`config.mk`:
```
export PLATFORM = sky130hd
export DESIGN_NAME = ppsp_pin_select
export DESIGN_NICKNAME = d
export VERILOG_FILES = /design/src/logic/ppsp_pkg.sv /design/src/logic/ppsp_pin_select.sv /design/src/logic/ppsp_sync.sv /design/src/logic/ppsp_pwm_channel.sv
export VERILOG_INCLUDE_DIRS = /design/src /design/src/logic
export SDC_FILE = /design/constraint.sdc
export NUM_CORES = 1
export LEC_CHECK = 0
export ABC_CLOCK_PERIOD_IN_PS = 19000
export BUFFER_PORTS_ARGS = -buffer_cell sky130_fd_sc_hd__buf_2
export CELL_PAD_IN_SITES_DETAIL_PLACEMENT = 1
export CELL_PAD_IN_SITES_GLOBAL_PLACEMENT = 1
export CORE_MARGIN = 2
export CORE_UTILIZATION = 50
export DETAILED_ROUTE_END_ITERATION = 10
export GPL_TIMING_DRIVEN = 1
export PLACE_DENSITY_LB_ADDON = 0.1
export SKIP_LAST_GASP = 1
export SYNTH_ARGS = -nofsm -noshare
export SYNTH_HDL_FRONTEND = slang
export SYNTH_SLANG_ARGS = --single-unit
export TNS_END_PERCENT = 100
```
`constraint.sdc`:
```
create_clock -name mclk -period 19 [get_ports mclk]
set_clock_uncertainty 0.15 [all_clocks]
set_input_delay 2.85 -clock mclk [delete_from_list [all_inputs] [get_ports mclk]]
set_output_delay 2.85 -clock mclk [all_outputs]
set_load 0.02 [all_outputs]
```
`src/logic/ppsp_map.svh`:
```
`ifndef PPSP_MAP_SVH
`define PPSP_MAP_SVH

// ==========================================================
// register addresses
`define PPSP_ADDR_PORT0 8'h80
`define PPSP_ADDR_PORT1 8'h90
`define PPSP_ADDR_PORT3 8'hb0
`define PPSP_ADDR_PORT1_FUNCTION_SELECT 8'hf4
`define PPSP_ADDR_PWM_LEVEL_0 8'h86
`define PPSP_ADDR_PWM_LEVEL_1 8'h96
`define PPSP_ADDR_PWM_LEVEL_2 8'ha6
`define PPSP_ADDR_PWM_LEVEL_3 8'hb6
`define PPSP_ADDR_PWM_LEVEL_4 8'hc6
`define PPSP_ADDR_PWM_LEVEL_5 8'hd6
`define PPSP_ADDR_PWM_LEVEL_6 8'he6
`define PPSP_ADDR_PWM_LEVEL_7 8'hf6
`define PPSP_ADDR_PWM_LEVEL_8 8'hf5

// ==========================================================
// reset values
`define PPSP_RST_PORT0 8'hff
`define PPSP_RST_PORT1 4'hf
`define PPSP_RST_PORT3 8'hff
`define PPSP_RST_PORT1_FUNCTION_SELECT 8'h00
`define PPSP_RST_PWM 8'h00

// ==========================================================
// field positions
`define PPSP_BIT_THR_A 0
`define PPSP_BIT_THR_B 1
`define PPSP_BIT_THR_C 2
`define PPSP_BIT_I2C_EN 4
`define PPSP_PORT1_FUNCTION_SELECT_WMASK 8'h17
`define PPSP_BIT_PWM_EN 7
`define PPSP_P1_PWM_LINE 3

// ==========================================================
// timing
`define PPSP_PWM_DIV 4
`define PPSP_PWM_PERIOD 128

`endif

```
`src/logic/ppsp_pkg.sv`:
```
package ppsp_pkg;
    typedef logic [7:0] ppsp_sfr_t;
    typedef logic [6:0] ppsp_duty_t;
    typedef enum logic [2:0] {
        PPSP_RD_PIN = 3'b001,
        PPSP_RD_LATCH = 3'b010,
        PPSP_RD_NONE = 3'b100
    } ppsp_rdsrc_t;
endpackage

```
`src/logic/ppsp_pin_select.sv`:
```
`include "ppsp_map.svh"

// Function
// - i2c enable routes two port 3 pins to i2c clock and data.
// - threshold enable bits connect port 1 lines 0-2 to threshold channels.
// - select register bits 7-5 and 3 carry no function.
// - port 0 line without pwm: writes hit latch, reads latch or pin.
// - port 1 is four lines, or three threshold inputs and pwm 0.
// - pwm on port 1 line 3 only when channel 0 enable set.
// - port 3 lines 5/4 are i2c data/clock only with latch and enable.
// - port 3 line 3 is timer one input with latch and enable.
// - port 3 line 2 is ext irq a input with latch and enable.
// - port 3 line 1 is timer zero input with latch and enable.
// - port 3 line 0 is ext irq b input with latch and enable.
// - port 3 lines 6 and 7 are always plain port lines.
// - nine pwm channels, each with its own register.
// - each pwm pattern repeats every 128 pwm clock periods.
// - high time equals duty value; pwm clock is crystal over four.
// - pwm output is active high, never inverted.
// - register bit 7 enables pin drive, bits 6-0 hold duty.
// - port 0 has eight lines, line n can carry pwm n+1 (pwm 1-8).
module ppsp_pin_select #(
    parameter int PWM_DIV = `PPSP_PWM_DIV,
    parameter int NUM_PWM = 9
) (
    input wire logic mclk,
    input wire logic sys_rst,
    input wire ppsp_pkg::ppsp_sfr_t sfr_addr,
    input wire logic sfr_wr,
    input wire logic sfr_rd,
    input wire logic sfr_rmw,
    input wire ppsp_pkg::ppsp_sfr_t sfr_wdata,
    output ppsp_pkg::ppsp_sfr_t sfr_rdata,
    output logic sfr_hit,
    input wire logic [7:0] p0_pin_in,
    output logic [7:0] p0_pin_out,
    output logic [7:0] p0_pin_oe_n,
    input wire logic [3:0] p1_pin_in,
    output logic [3:0] p1_pin_out,
    output logic [3:0] p1_pin_oe_n,
    input wire logic [7:0] p3_pin_in,
    output logic [7:0] p3_pin_out,
    output logic [7:0] p3_pin_oe_n,
    input wire logic timer_zero_irq_enable,
    input wire logic timer_one_irq_enable,
    input wire logic ext_irq_a_enable,
    input wire logic ext_irq_b_enable,
    input wire logic i2c_scl_drive_low,
    input wire logic i2c_sda_drive_low,
    output logic i2c_scl_in,
    output logic i2c_sda_in,
    output logic timer_zero_count_input,
    output logic timer_one_count_input,
    output logic ext_irq_a_pin,
    output logic ext_irq_b_pin,
    output logic threshold_input_a,
    output logic threshold_input_b,
    output logic threshold_input_c
);
    localparam ppsp_pkg::ppsp_sfr_t PWM_ADDR [NUM_PWM] = '{
        `PPSP_ADDR_PWM_LEVEL_0, `PPSP_ADDR_PWM_LEVEL_1, `PPSP_ADDR_PWM_LEVEL_2,
        `PPSP_ADDR_PWM_LEVEL_3, `PPSP_ADDR_PWM_LEVEL_4, `PPSP_ADDR_PWM_LEVEL_5,
        `PPSP_ADDR_PWM_LEVEL_6, `PPSP_ADDR_PWM_LEVEL_7, `PPSP_ADDR_PWM_LEVEL_8
    };

    ppsp_pkg::ppsp_sfr_t port0_pin_latch;
    logic [3:0] port1_pin_latch;
    ppsp_pkg::ppsp_sfr_t port3_pin_latch;
    ppsp_pkg::ppsp_sfr_t port1_function_select;
    ppsp_pkg::ppsp_sfr_t pwm_level [NUM_PWM];
    logic [NUM_PWM-1:0] pwm_wave;
    logic [NUM_PWM-1:0] pwm_output_enable;
    logic [NUM_PWM-1:0] pwm_wr;
    logic [7:0] p0_sync;
    logic [3:0] p1_sync;
    logic [7:0] p3_sync;
    logic [1:0] prescale;
    logic pwm_tick;
    ppsp_pkg::ppsp_duty_t pwm_count;
    ppsp_pkg::ppsp_sfr_t next_rdata;
    logic next_hit;
    ppsp_pkg::ppsp_rdsrc_t rd_src;
    logic i2c_pin_enable;
    logic scl_route;
    logic sda_route;
    logic t0_route;
    logic t1_route;
    logic xa_route;
    logic xb_route;

    // ==========================================================
    // pin synchronisers
    ppsp_sync #(.WIDTH(8)) u_sync_p0 (
        .mclk(mclk),
        .sys_rst(sys_rst),
        .din(p0_pin_in),
        .dout(p0_sync)
    );
    ppsp_sync #(.WIDTH(4)) u_sync_p1 (
        .mclk(mclk),
        .sys_rst(sys_rst),
        .din(p1_pin_in),
        .dout(p1_sync)
    );
    ppsp_sync #(.WIDTH(8)) u_sync_p3 (
        .mclk(mclk),
        .sys_rst(sys_rst),
        .din(p3_pin_in),
        .dout(p3_sync)
    );

    // ==========================================================
    // pwm clock: crystal over four, shared 7-bit counter
    assign pwm_tick = prescale == 2'(PWM_DIV - 1);

    always_ff @(posedge mclk or posedge sys_rst) begin
        if (sys_rst) begin
            prescale <= 2'h0;
        end else begin
            prescale <= pwm_tick ? 2'h0 : prescale + 2'h1;
        end
    end

    always_ff @(posedge mclk or posedge sys_rst) begin
        if (sys_rst) begin
            pwm_count <= 7'h00;
        end else if (pwm_tick) begin
            pwm_count <= pwm_count + 7'h01;
        end
    end

    // ==========================================================
    // pwm channels
    genvar gi;
    generate
        for (gi = 0; gi < NUM_PWM; gi++) begin : g_pwm
            assign pwm_wr[gi] = sfr_wr && sfr_addr == PWM_ADDR[gi];
            assign pwm_output_enable[gi] = pwm_level[gi][`PPSP_BIT_PWM_EN];
            ppsp_pwm_channel u_chan (
                .mclk(mclk),
                .sys_rst(sys_rst),
                .wr_en(pwm_wr[gi]),
                .wdata(sfr_wdata),
                .tick(pwm_tick),
                .count(pwm_count),
                .level(pwm_level[gi]),
                .pwm_out(pwm_wave[gi])
            );
        end
    endgenerate

    // ==========================================================
    // port latches and select register
    always_ff @(posedge mclk or posedge sys_rst) begin
        if (sys_rst) begin
            port0_pin_latch <= `PPSP_RST_PORT0;
        end else if (sfr_wr && sfr_addr == `PPSP_ADDR_PORT0) begin
            port0_pin_latch <= sfr_wdata;
        end
    end

    always_ff @(posedge mclk or posedge sys_rst) begin
        if (sys_rst) begin
            port1_pin_latch <= `PPSP_RST_PORT1;
        end else if (sfr_wr && sfr_addr == `PPSP_ADDR_PORT1) begin
            port1_pin_latch <= sfr_wdata[3:0];
        end
    end

    always_ff @(posedge mclk or posedge sys_rst) begin
        if (sys_rst) begin
            port3_pin_latch <= `PPSP_RST_PORT3;
        end else if (sfr_wr && sfr_addr == `PPSP_ADDR_PORT3) begin
            port3_pin_latch <= sfr_wdata;
        end
    end

    always_ff @(posedge mclk or posedge sys_rst) begin
        if (sys_rst) begin
            port1_function_select <= `PPSP_RST_PORT1_FUNCTION_SELECT;
        end else if (sfr_wr && sfr_addr == `PPSP_ADDR_PORT1_FUNCTION_SELECT) begin
            port1_function_select <= sfr_wdata & `PPSP_PORT1_FUNCTION_SELECT_WMASK;
        end
    end

    // ==========================================================
    // register read
    always_comb begin
        next_rdata = 8'h00;
        next_hit = 1'b0;
        rd_src = sfr_rmw ? ppsp_pkg::PPSP_RD_LATCH : ppsp_pkg::PPSP_RD_PIN;
        case (sfr_addr)
            `PPSP_ADDR_PORT0: begin
                next_hit = 1'b1;
                next_rdata = (rd_src == ppsp_pkg::PPSP_RD_LATCH) ? port0_pin_latch : p0_sync;
            end
            `PPSP_ADDR_PORT1: begin
                next_hit = 1'b1;
                next_rdata = {4'h0,
                    (rd_src == ppsp_pkg::PPSP_RD_LATCH) ? port1_pin_latch : p1_sync};
            end
            `PPSP_ADDR_PORT3: begin
                next_hit = 1'b1;
                next_rdata = (rd_src == ppsp_pkg::PPSP_RD_LATCH) ? port3_pin_latch : p3_sync;
            end
            `PPSP_ADDR_PORT1_FUNCTION_SELECT: begin
                next_hit = 1'b1;
                next_rdata = port1_function_select;
            end
            default: begin
                rd_src = ppsp_pkg::PPSP_RD_NONE;
            end
        endcase
        for (int i = 0; i < NUM_PWM; i++) begin
            if (sfr_addr == PWM_ADDR[i]) begin
                next_hit = 1'b1;
                next_rdata = pwm_level[i];
            end
        end
    end

    assign sfr_hit = next_hit;

    always_ff @(posedge mclk or posedge sys_rst) begin
        if (sys_rst) begin
            sfr_rdata <= 8'h00;
        end else if (sfr_rd) begin
            sfr_rdata <= next_rdata;
        end
    end

    // ==========================================================
    // port 0 pins: eight lines or pwm 1-8
    generate
        for (gi = 0; gi < 8; gi++) begin : g_p0
            assign p0_pin_out[gi] = pwm_output_enable[gi+1] & pwm_wave[gi+1];
            assign p0_pin_oe_n[gi] = pwm_output_enable[gi+1] ? 1'b0 : port0_pin_latch[gi];
        end
    endgenerate

    // ==========================================================
    // port 1 pins: threshold inputs and pwm 0
    generate
        for (gi = 0; gi < 3; gi++) begin : g_p1
            assign p1_pin_out[gi] = 1'b0;
            assign p1_pin_oe_n[gi] = port1_function_select[gi] | port1_pin_latch[gi];
        end
    endgenerate

    assign p1_pin_out[`PPSP_P1_PWM_LINE] = pwm_output_enable[0] & pwm_wave[0];
    assign p1_pin_oe_n[`PPSP_P1_PWM_LINE] = pwm_output_enable[0] ? 1'b0 :
        port1_pin_latch[`PPSP_P1_PWM_LINE];

    assign threshold_input_a = port1_function_select[`PPSP_BIT_THR_A];
    assign threshold_input_b = port1_function_select[`PPSP_BIT_THR_B];
    assign threshold_input_c = port1_function_select[`PPSP_BIT_THR_C];

    // ==========================================================
    // port 3 pins: i2c, timer and interrupt inputs
    assign i2c_pin_enable = port1_function_select[`PPSP_BIT_I2C_EN];
    assign scl_route = i2c_pin_enable & port3_pin_latch[4];
    assign sda_route = i2c_pin_enable & port3_pin_latch[5];
    assign t0_route = port3_pin_latch[1] & timer_zero_irq_enable;
    assign t1_route = port3_pin_latch[3] & timer_one_irq_enable;
    assign xa_route = port3_pin_latch[2] & ext_irq_a_enable;
    assign xb_route = port3_pin_latch[0] & ext_irq_b_enable;

    assign p3_pin_out = 8'h00;
    assign p3_pin_oe_n = {port3_pin_latch[7:6],
        sda_route ? ~i2c_sda_drive_low : port3_pin_latch[5],
        scl_route ? ~i2c_scl_drive_low : port3_pin_latch[4],
        port3_pin_latch[3:0]};

    always_ff @(posedge mclk or posedge sys_rst) begin
        if (sys_rst) begin
            i2c_scl_in <= 1'b1;
            i2c_sda_in <= 1'b1;
        end else begin
            i2c_scl_in <= scl_route ? p3_sync[4] : 1'b1;
            i2c_sda_in <= sda_route ? p3_sync[5] : 1'b1;
        end
    end

    always_ff @(posedge mclk or posedge sys_rst) begin
        if (sys_rst) begin
            timer_zero_count_input <= 1'b0;
            timer_one_count_input <= 1'b0;
            ext_irq_a_pin <= 1'b1;
            ext_irq_b_pin <= 1'b1;
        end else begin
            timer_zero_count_input <= t0_route ? p3_sync[1] : 1'b0;
            timer_one_count_input <= t1_route ? p3_sync[3] : 1'b0;
            ext_irq_a_pin <= xa_route ? p3_sync[2] : 1'b1;
            ext_irq_b_pin <= xb_route ? p3_sync[0] : 1'b1;
        end
    end
endmodule // ppsp_pin_select

```
`src/logic/ppsp_sync.sv`:
```
// ==========================================================
// two-stage pin synchroniser
module ppsp_sync #(
    parameter int WIDTH = 8
) (
    input wire logic mclk,
    input wire logic sys_rst,
    input wire logic [WIDTH-1:0] din,
    output logic [WIDTH-1:0] dout
);
    logic [WIDTH-1:0] meta;

    always_ff @(posedge mclk or posedge sys_rst) begin
        if (sys_rst) begin
            meta <= '1;
            dout <= '1;
        end else begin
            meta <= din;
            dout <= meta;
        end
    end
endmodule // ppsp_sync

```
`src/logic/ppsp_pwm_channel.sv`:
```
`include "ppsp_map.svh"

// ==========================================================
// one pwm channel: level register and comparator
module ppsp_pwm_channel (
    input wire logic mclk,
    input wire logic sys_rst,
    input wire logic wr_en,
    input wire ppsp_pkg::ppsp_sfr_t wdata,
    input wire logic tick,
    input wire ppsp_pkg::ppsp_duty_t count,
    output ppsp_pkg::ppsp_sfr_t level,
    output logic pwm_out
);
    ppsp_pkg::ppsp_duty_t active;
    ppsp_pkg::ppsp_duty_t next_active;
    logic next_out;
    logic [7:0] high_cnt;

    // ==========================================================
    // level register
    always_ff @(posedge mclk or posedge sys_rst) begin
        if (sys_rst) begin
            level <= `PPSP_RST_PWM;
        end else if (wr_en) begin
            level <= wdata;
        end
    end

    // ==========================================================
    // duty taken at frame start, high while count below duty
    always_comb begin
        next_active = (count == 7'h00) ? level[6:0] : active;
        next_out = count < next_active;
    end

    always_ff @(posedge mclk or posedge sys_rst) begin
        if (sys_rst) begin
            active <= 7'h00;
            pwm_out <= 1'b0;
        end else if (tick) begin
            active <= next_active;
            pwm_out <= next_out;
        end
    end

    // ==========================================================
    // checks
    always_ff @(posedge mclk or posedge sys_rst) begin
        if (sys_rst) begin
            high_cnt <= 8'h00;
        end else if (tick) begin
            high_cnt <= (count == 7'h00) ? {7'h00, next_out} : high_cnt + {7'h00, next_out};
        end
    end
endmodule // ppsp_pwm_channel

```
==> Yosys cells after proc, flatten, opt, wreduce, memory -nomap -nowiden <==
Cells that the tools add are included.
{ "totals": {"wordCells": 158, "inputBits": 47, "out_inout_bits": 58, "ff_bits": 231} }
{ "op_classes": {"magnitude_cmp": 9, "add_sub_neg": 2, "bitwise": 20, "reduce_logical": 15, "n_eq_ne": 15, "n_mux": 51} }
{ "op_table": {"columns": ["operator", "count"], "rows": [
  ["== test 8 bit (second input constant)", 13],
  ["two-way mux 8 bit", 11],
  ["less-than comparator 7 bit", 9],
  ["two-way mux 7 bit", 9],
  ["case mux 8 bit (4 select lines)", 1],
  ["two-way mux 1 bit", 27],
  ["AND 1 bit", 15],
  ["logical AND 1 bit", 13],
  ["adder 7 x 1 -> 7 bit (second input constant)", 1],
  ["zero test 7 bit", 1],
  ["== test 2 bit (second input constant)", 2],
  ["two-way mux 2 bit", 2],
  ["two-way mux 4 bit", 1],
  ["OR reduction 4 bit", 1],
  ["bitwise OR 1 bit", 3],
  ["adder 2 x 1 -> 2 bit (second input constant)", 1],
  ["inverter 1 bit", 2]
]} }

==> Depth between registers and ports, before layout <==
Gate-level depths: netlist of the first run.
{ "depth": {"depth_word": 13, "mapped_depth": 15, "ltp_nobuf": 12} }

==> Hierarchy <==
From an unflattened synthesis of the first run, not the netlist that was laid out.
{ "unflattened": {"hier_cells": 1008, "area_unflattened_um2": 12319.3} }
{ "modules_own_cells": {"columns": ["module", "area_per_inst_um2", "seq_area_each_um2", "n_inst", "cells_per_inst"], "rows": [
  ["ppsp_pwm_channel at g_pwm[4].u_chan ...", 839.6, 400.4, 5, 63],
  ["ppsp_pin_select", 3606.0, 1206.2, 1, 394],
  ["ppsp_pwm_channel at g_pwm[0].u_chan ...", 863.3, 400.4, 4, 64],
  ["ppsp_sync at u_sync_p0 ...", 424.2, 420.4, 2, 17],
  ["ppsp_sync at u_sync_p1", 214.0, 210.2, 1, 9]
]} }

==> Worst setup path before layout of the first run <==
OpenSTA, ideal clock, no wires.
{ "synth_timing": {"path_kind": "input port to output port", "startpoint": "in sfr_addr[3]", "endpoint": "out sfr_hit", "n_path_buf": 0, "path_slack_ns": 12.065, "required_time_ns": 16.000, "cell_stages": 3, "arrival_time_ns": 3.935, "path_cell_list": "nor4_4 -> nand2_1 -> o21ai_0"} }
{ "synth_via": {"elab_chain_len": 12, "elab_cells_between_ends": 24, "cone_classes": "13 x eq/ne; 10 x mux; 1 x reduce/logical"} }
{ "synth_lines": {"columns": ["element", "line_no", "text"], "rows": [
  ["from (decl)", "ppsp_pin_select.sv:28", "input wire ppsp_pkg::ppsp_sfr_t sfr_addr,"],
  ["== test 8 bit", "ppsp_pin_select.sv:192", "case (sfr_addr)"],
  ["OR reduction 4 bit (no source line)", null, null],
  ["two-way mux 1 bit", "ppsp_pin_select.sv:192", null],
  ["two-way mux 1 bit (8 in a row)", "ppsp_pin_select.sv:215", "if (sfr_addr == PWM_ADDR[i]) begin"],
  ["two-way mux 1 bit (*)", "ppsp_pin_select.sv:215", null],
  ["to (decl)", "ppsp_pin_select.sv:34", "output logic sfr_hit,"]
]} }
Every way passes the cells marked *; elsewhere a longest branch is shown, timed or not.

==> Worst setup path in the final report of the first run <==
{ "layout_timing": {"startpoint": "in sfr_addr[6]", "endpoint": "out sfr_hit"} }
The elaborated chain is that of the path after synthesis.

==> flow_summary.json, run 1 <==
{
  "rows": 55,
  "synth_edf_count": 0,
  "tightest_slew_ns": 0.9796,
  "synthesis.area_sq_um": 11690,
  "ys_seq_area_frac": 0.5012,
  "cts_tree": "yes",
  "areaGrowthSynthToFinish_pct": 12.47,
  "drcViolationCount": 0,
  "die-area_sq_um": 24630,
  "synth-compound-area-share": 0.1086,
  "path_common_cell": "buf_2",
  "drt-pass1-iter-count": 5,
  "dp_slack_ns": 11.48,
  "hold_violations": 0,
  "post_cts_buffers": 0,
  "p_per_area_nw_per_um2": 83.99,
  "core_area_sq_um": 22780,
  "max_stage_delay_ns": 0.57,
  "layout-drive-gt1-share": 0.3032,
  "synth_common_cells": "167 x dfrtp_1, 115 x mux2_2, 105 x a21oi_1, 83 x nor2_1, 64 x dfstp_2",
  "maxSlewHeadroom": 0.3469,
  "ys_warn_count": 0,
  "cts.sinks": 231,
  "critPathSlowestCell": "nor2b_1",
  "grt_first_pass_wirelength_um": 54940,
  "antenna_found_initial": 1,
  "rsz0062_at_grt": "no",
  "viasPerCell": 5.910,
  "n_antenna_cell": 0,
  "final_nets": 1212,
  "cp-start-kind": "input port",
  "crit_type": "input port to output port",
  "synth_top_cell_by_area": "dfrtp_1",
  "cts.path.max_buffers": 3,
  "finalCritPeriodShare": 0.3979,
  "hold_buffers": 0,
  "initial_utilization": 0.5134,
  "post_cts_resized": 0,
  "cts_root_buf": "clkbuf_16",
  "clock_latency_ns": 0.54,
  "critPathTopFamily": "simple AND/OR/NAND/NOR gates",
  "grt_pass1_vias": 9072,
  "worstPathArrival_ns": 4.56,
  "hold_path_class": "flop to flop",
  "setup_tns_ns": 0,
  "gr-total-overflow": 0,
  "end_kind": "output port",
  "synth-main-ff-cell": "dfrtp_1",
  "synth_xor_area_frac": 0.004494,
  "synth_fa_ha_area_frac": 0.06099,
  "cts.htree.levels": 1,
  "gp_congestion": 0.8789,
  "worst_slack_ns": 11.44,
  "status": "finished clean",
  "ioPinCount": 105,
  "syn_inst": 1043,
  "path_cells": "buf_2 -> nor2b_1 -> nand2_1 -> o21ai_0 -> buf_2",
  "worstPathMaxFanout": 23,
  "vias": 8517,
  "port_buffers": 93,
  "setup_viol": 0,
  "synth-seq-cells": 231,
  "die_x_um": 156.9,
  "ys_types": 67,
  "synth.area.top_cells": "dfrtp_1 36%, dfstp_2 14%, mux2_2 11%",
  "wire_per_inst_um": 24.62,
  "fmax_mhz": 132.3,
  "avgSynthCellArea_sq_um": 11.21,
  "drtAntennaViolNets": 0,
  "synthArstFlopShare": 1.000,
  "wl_um": 35480,
  "fin_crit_ns": 7.560,
  "cts_buffers": 26,
  "ir_drop_uv": 69.70,
  "yosysMostFrequentCell": "dfrtp_1",
  "post-route-util": 0.5774,
  "crit_buf_inv": 2,
  "synth_top_family_by_area": "multiplexers",
  "required_ns": 16.00,
  "grt_max_degree": 94,
  "slew_viol_final": 0,
  "p_leak_nw": 6.335,
  "die_h_um": 156.9,
  "hold_slack_ns": 0.2021,
  "muxShareOfSynthArea": 0.1689,
  "drt-initial-drc-count": 552,
  "synthSimpleGateAreaFrac": 0.1171,
  "hpwl_um": 24760,
  "clkTransAtPathRegs_ns": 0.06,
  "max_cap_viol_count": 0,
  "synth_top_area_frac": 0.3574,
  "grt_use_total": 0.2959
}
[cell type report]
cell class | instances | area [sq um]
clock buffers | 40 | 817.0
clock inverters | 8 | 40.04
fillers | 2392 | 9627
inverters | 20 | 82.58
multi-input cells | 729 | 5441
flip-flops and latches | 231 | 5861
well taps | 313 | 391.6
repair buffers | 100 | 518.0
[flip-flops by register name, indices dropped and copies added (netlist names), 2 cells and up]
register / count
g_pwm.u_chan.active: 63
g_pwm.u_chan.level: 72
g_pwm.u_chan.pwm_out: 9
port0_pin_latch: 8
port1_function_select: 4
port1_pin_latch: 4
port3_pin_latch: 8
prescale: 2
pwm_count: 7
sfr_rdata: 8
u_sync_p0.dout: 8
u_sync_p0.meta: 8
u_sync_p1.dout: 4
u_sync_p1.meta: 4
u_sync_p3.dout: 8
u_sync_p3.meta: 8
[per-stage QoR]
stage / area, sq um / power, mW / instances
after floorplan: 11730 / 0.5804 / 1053
after global placement: 12290 / 0.6093 / 1393
after detailed placement: 12290 / 0.6122 / 1393
after CTS: 13150 / 1.111 / 1441
after global routing: 13150 / 1.138 / 1441
final: 13150 / 1.105 / 1441
[per-layer routing]
layer  wire (um)  track usage
met5          13            0
met4         727      0.06684
met3        1340      0.03387
met2       17560       0.5094
met1       15830       0.4036
[worst paths after layout]
| check | startpoint | to | slack (ns) | depth (start not counted) |
|---|---|---|---|---|
| worst max register to register | pwm_count[0] | g_pwm[6].u_chan.pwm_out | 14.72 | 11 |
| min in group asynchronous | sys_rst | g_pwm[0].u_chan.active[6] | 2.26 | 2 |
| worst min-delay path | u_sync_p0.meta[2] | u_sync_p0.dout[2] | 0.20 | 0 |
| max in group asynchronous | sys_rst | g_pwm[5].u_chan.level[2] | 14.98 | 3 |
| worst min register to register | u_sync_p0.meta[2] | u_sync_p0.dout[2] | 0.20 | 0 |
| worst max-delay path | sfr_addr[6] | sfr_hit | 11.44 | 5 |
[power breakdown]
group,total (mW),switching (mW),internal (mW)
Sequential,0.530,0.0163,0.514
Combinational,0.0745,0.0490,0.0254
Clock,0.500,0.205,0.295
Total,1.10,0.270,0.834
[logic make-up (layout without fill, tap and decap cells)]
group,Yosys count,count (layout)
adders and majority gates,57,57
and+or+nand+nor,260,260
other,1,11
xor gates and xnor gates,6,6
buffers and inverters,93,168
DFF,231,231
muxes,178,178
AOI/OAI and AO/OA,217,217
[cell usage in the layout (no fill, tap or decap), drive strengths merged, types with 12 or more instances in the layout]
| cell | count |
|---|---|
| mux2 | 115 |
| buf | 100 |
| a21oi | 105 |
| mux2i | 59 |
| dfstp | 64 |
| nor2 | 90 |
| nand2 | 40 |
| clkbuf | 40 |
| nor2b | 21 |
| and2 | 14 |
| nand3 | 33 |
| o22ai | 12 |
| dfrtp | 167 |
| inv | 20 |
| ha | 57 |
| o21ai | 45 |
Power figures use the tool's default switching activity.
==> run 2, diff against run 1 <==
--- a/config.mk
+++ b/config.mk
@@ -6,12 +6,12 @@
 export SDC_FILE = /design/constraint.sdc
 export NUM_CORES = 1
 export LEC_CHECK = 0
-export ABC_CLOCK_PERIOD_IN_PS = 19000
+export ABC_CLOCK_PERIOD_IN_PS = 6350
 export BUFFER_PORTS_ARGS = -buffer_cell sky130_fd_sc_hd__buf_2
 export CELL_PAD_IN_SITES_DETAIL_PLACEMENT = 1
 export CELL_PAD_IN_SITES_GLOBAL_PLACEMENT = 1
 export CORE_MARGIN = 2
-export CORE_UTILIZATION = 50
+export CORE_UTILIZATION = 43
 export DETAILED_ROUTE_END_ITERATION = 10
 export GPL_TIMING_DRIVEN = 1
 export PLACE_DENSITY_LB_ADDON = 0.1
==> constraint.sdc (replaced) <==
create_clock -name mclk -period 6.35 [get_ports mclk]
set_clock_uncertainty 0.15 [all_clocks]
set_input_delay 0.9525 -clock mclk [delete_from_list [all_inputs] [get_ports mclk]]
set_output_delay 0.9525 -clock mclk [all_outputs]
set_load 0.02 [all_outputs]
==> run 2 against run 1 <==
Compared with the run above: via count fell by 1.7%; clock-buffer cell count did not move; non-clock buffer count did not move; sequential share of layout area fell by 0.62 points; first-iteration DRC count rose by 5.8%; setup slack got worse by 9.0 ns; die area rose by 16%; core utilization fell by 8.0 points.
==> flow_summary.json, run 2 (synthesis gave the netlist of run 1 again) <==
{
  "status": "finished clean",
  "grt_pass1_vias": 8836,
  "layout_common_cells": "167 x dfrtp_1, 115 x mux2_2, 105 x a21oi_1",
  "path_common_cell": "ha_1",
  "ir_drop_uv": 218.2,
  "fmax_mhz": 255.2,
  "placed_cell_area_sq_um": 12340,
  "seqPwrFrac": 0.454,
  "post_cts_buffers": 0,
  "cts_root_buf": "clkbuf_16",
  "combPwrFrac": 0.063,
  "worstPathArrival_ns": 4.25,
  "hold_violations": 0,
  "slew_viol_final": 0,
  "end_kind": "flop",
  "path_cells": "inv_1 -> ha_1 -> nor2b_1 -> nand2_4 -> buf_4 -> mux2i_1 -> ha_1 -> a21o_1 -> a21oi_1 -> and3b_1 -> o211ai_1 -> nand3_1",
  "regArea_sq_um": 5861,
  "worst_slack_ns": 2.431,
  "grt_use_total": 0.2482,
  "dp_slack_ns": 2.417,
  "required_ns": 6.68,
  "n_antenna_cell": 0,
  "clock_power_share": 0.483,
  "gr-total-overflow": 0,
  "core_area_sq_um": 26800,
  "maxSlewHeadroom": 0.3805,
  "cts.sinks": 231,
  "drtAntennaViolNets": 0,
  "cts_tree": "yes",
  "hold_path_class": "flop to flop",
  "largestRegisters": "g_pwm.u_chan.level (72), g_pwm.u_chan.active (63), g_pwm.u_chan.pwm_out (9)",
  "top_register": "g_pwm.u_chan.level",
  "setup_viol": 0,
  "rows": 60,
  "p_leak_nw": 6.399,
  "die_h_um": 168.9,
  "rsz0062_at_grt": "no",
  "port_buffers": 93,
  "max_cap_viol_count": 0,
  "cts.htree.levels": 1,
  "layout-drive-gt1-share": 0.3101,
  "cts.path.max_buffers": 3,
  "finalCritPeriodShare": 0.6172,
  "hpwl_um": 24360,
  "gp_congestion": 0.8812,
  "total_power_mw": 3.485,
  "setup_tns_ns": 0,
  "cts_buffers": 28,
  "drcViolationCount": 0,
  "clock_latency_ns": 0.56,
  "p_int_mw": 2.649,
  "grt_first_pass_wirelength_um": 53880,
  "areaGrowthSynthToFinish_pct": 14.06,
  "crit_type": "flop to flop",
  "fin_crit_ns": 3.919,
  "switching_share": 0.2400,
  "cp-start-kind": "flop",
  "hold_buffers": 0,
  "hold_slack_ns": 0.2025,
  "ioPinCount": 105,
  "fill_cells": 2882,
  "clkTransAtPathRegs_ns": 0.06,
  "viasPerCell": 5.683,
  "worstPathMaxFanout": 43,
  "drt-initial-drc-count": 584,
  "largest_reg_flops": 72,
  "vias": 8371,
  "grt_max_degree": 130,
  "multi_input_area_sq_um": 5441,
  "switchingPower_mw": 0.8366,
  "critPathSlowestCell": "nand2_4",
  "final_nets": 1214,
  "initial_utilization": 0.4363,
  "drt-pass1-iter-count": 5,
  "die-area_sq_um": 28530,
  "post_cts_resized": 0,
  "max_stage_delay_ns": 0.54,
  "final_common_cell": "dfrtp_1",
  "die_x_um": 168.9,
  "p_per_area_nw_per_um2": 261.3,
  "wire_per_inst_um": 23.38,
  "stdcell_area_sq_um": 13340,
  "wl_um": 34440,
  "tightest_slew_ns": 0.9292,
  "antenna_found_initial": 1
}
-- run 2: worst paths after layout --
| check | depth (start not counted) | endpoint | slack [ns] | startpoint |
|---|---|---|---|---|
| hold / removal | 0 | u_sync_p0.dout[3] | 0.20 | u_sync_p0.meta[3] |
| setup reg to reg | 12 | g_pwm[0].u_chan.pwm_out | 2.43 | pwm_count[0] |
| hold reg to reg | 0 | u_sync_p0.dout[3] | 0.20 | u_sync_p0.meta[3] |
| min in group asynchronous | 2 | timer_one_count_input | 0.39 | sys_rst |
| setup / recovery | 12 | g_pwm[0].u_chan.pwm_out | 2.43 | pwm_count[0] |
| max in group asynchronous | 3 | g_pwm[7].u_chan.active[5] | 4.34 | sys_rst |
-- run 2: routing by layer --
| layer | global-route usage | vias to the layer above | routed length [um] |
|---|---|---|---|
| li1 | - | 3867 | - |
| met1 | 0.3473 | 4292 | 16030 |
| met2 | 0.4122 | 169 | 16540 |
| met3 | 0.03343 | 41 | 1243 |
| met4 | 0.05622 | 2 | 603 |
| met5 | 0 | - | 14 |
-- run 2: cell type report --
| class | instances | area share |
|---|---|---|
| sequential | 231 | 0.4394 |
| multi-input combinational | 729 | 0.4080 |
| clock buffer | 40 | 0.06520 |
| timing repair buffer | 100 | 0.03977 |
| tap | 341 | 0.03199 |
| clock inverter | 12 | 0.009756 |
| inverter | 20 | 0.005910 |
-- run 2: critical path, delay by kind of cell (launching register included) --
family                   cells  cell delay, ns
AND/OR/NAND/NOR              4            1.25
buffers and inverters        2            0.76
adder cells (fa/ha/maj)      2            0.50
flip-flops                   1            0.47
AO/OA/AOI/OAI                3            0.43
multiplexers                 1            0.26
-- run 2: through the flow --
step / std cells / util
3_5_place_dp: 1421 / 0.4604
5_1_grt: 1473 / 0.4977
4_1_cts: 1473 / 0.4977
6_report: 1473 / 0.4977
2_1_floorplan: 1053 / -
3_3_place_gp: 1421 / 0.4604
-- run 2: power groups by stage --
stage / logic (mW) / registers (mW) / clock network, mW
global placement: 0.219 / 1.61 / 0
global route: 0.241 / 1.59 / 1.79
detailed placement: 0.221 / 1.61 / 0
CTS: 0.222 / 1.58 / 1.72
finish: 0.220 / 1.58 / 1.68
floorplan: 0.147 / 1.59 / 0
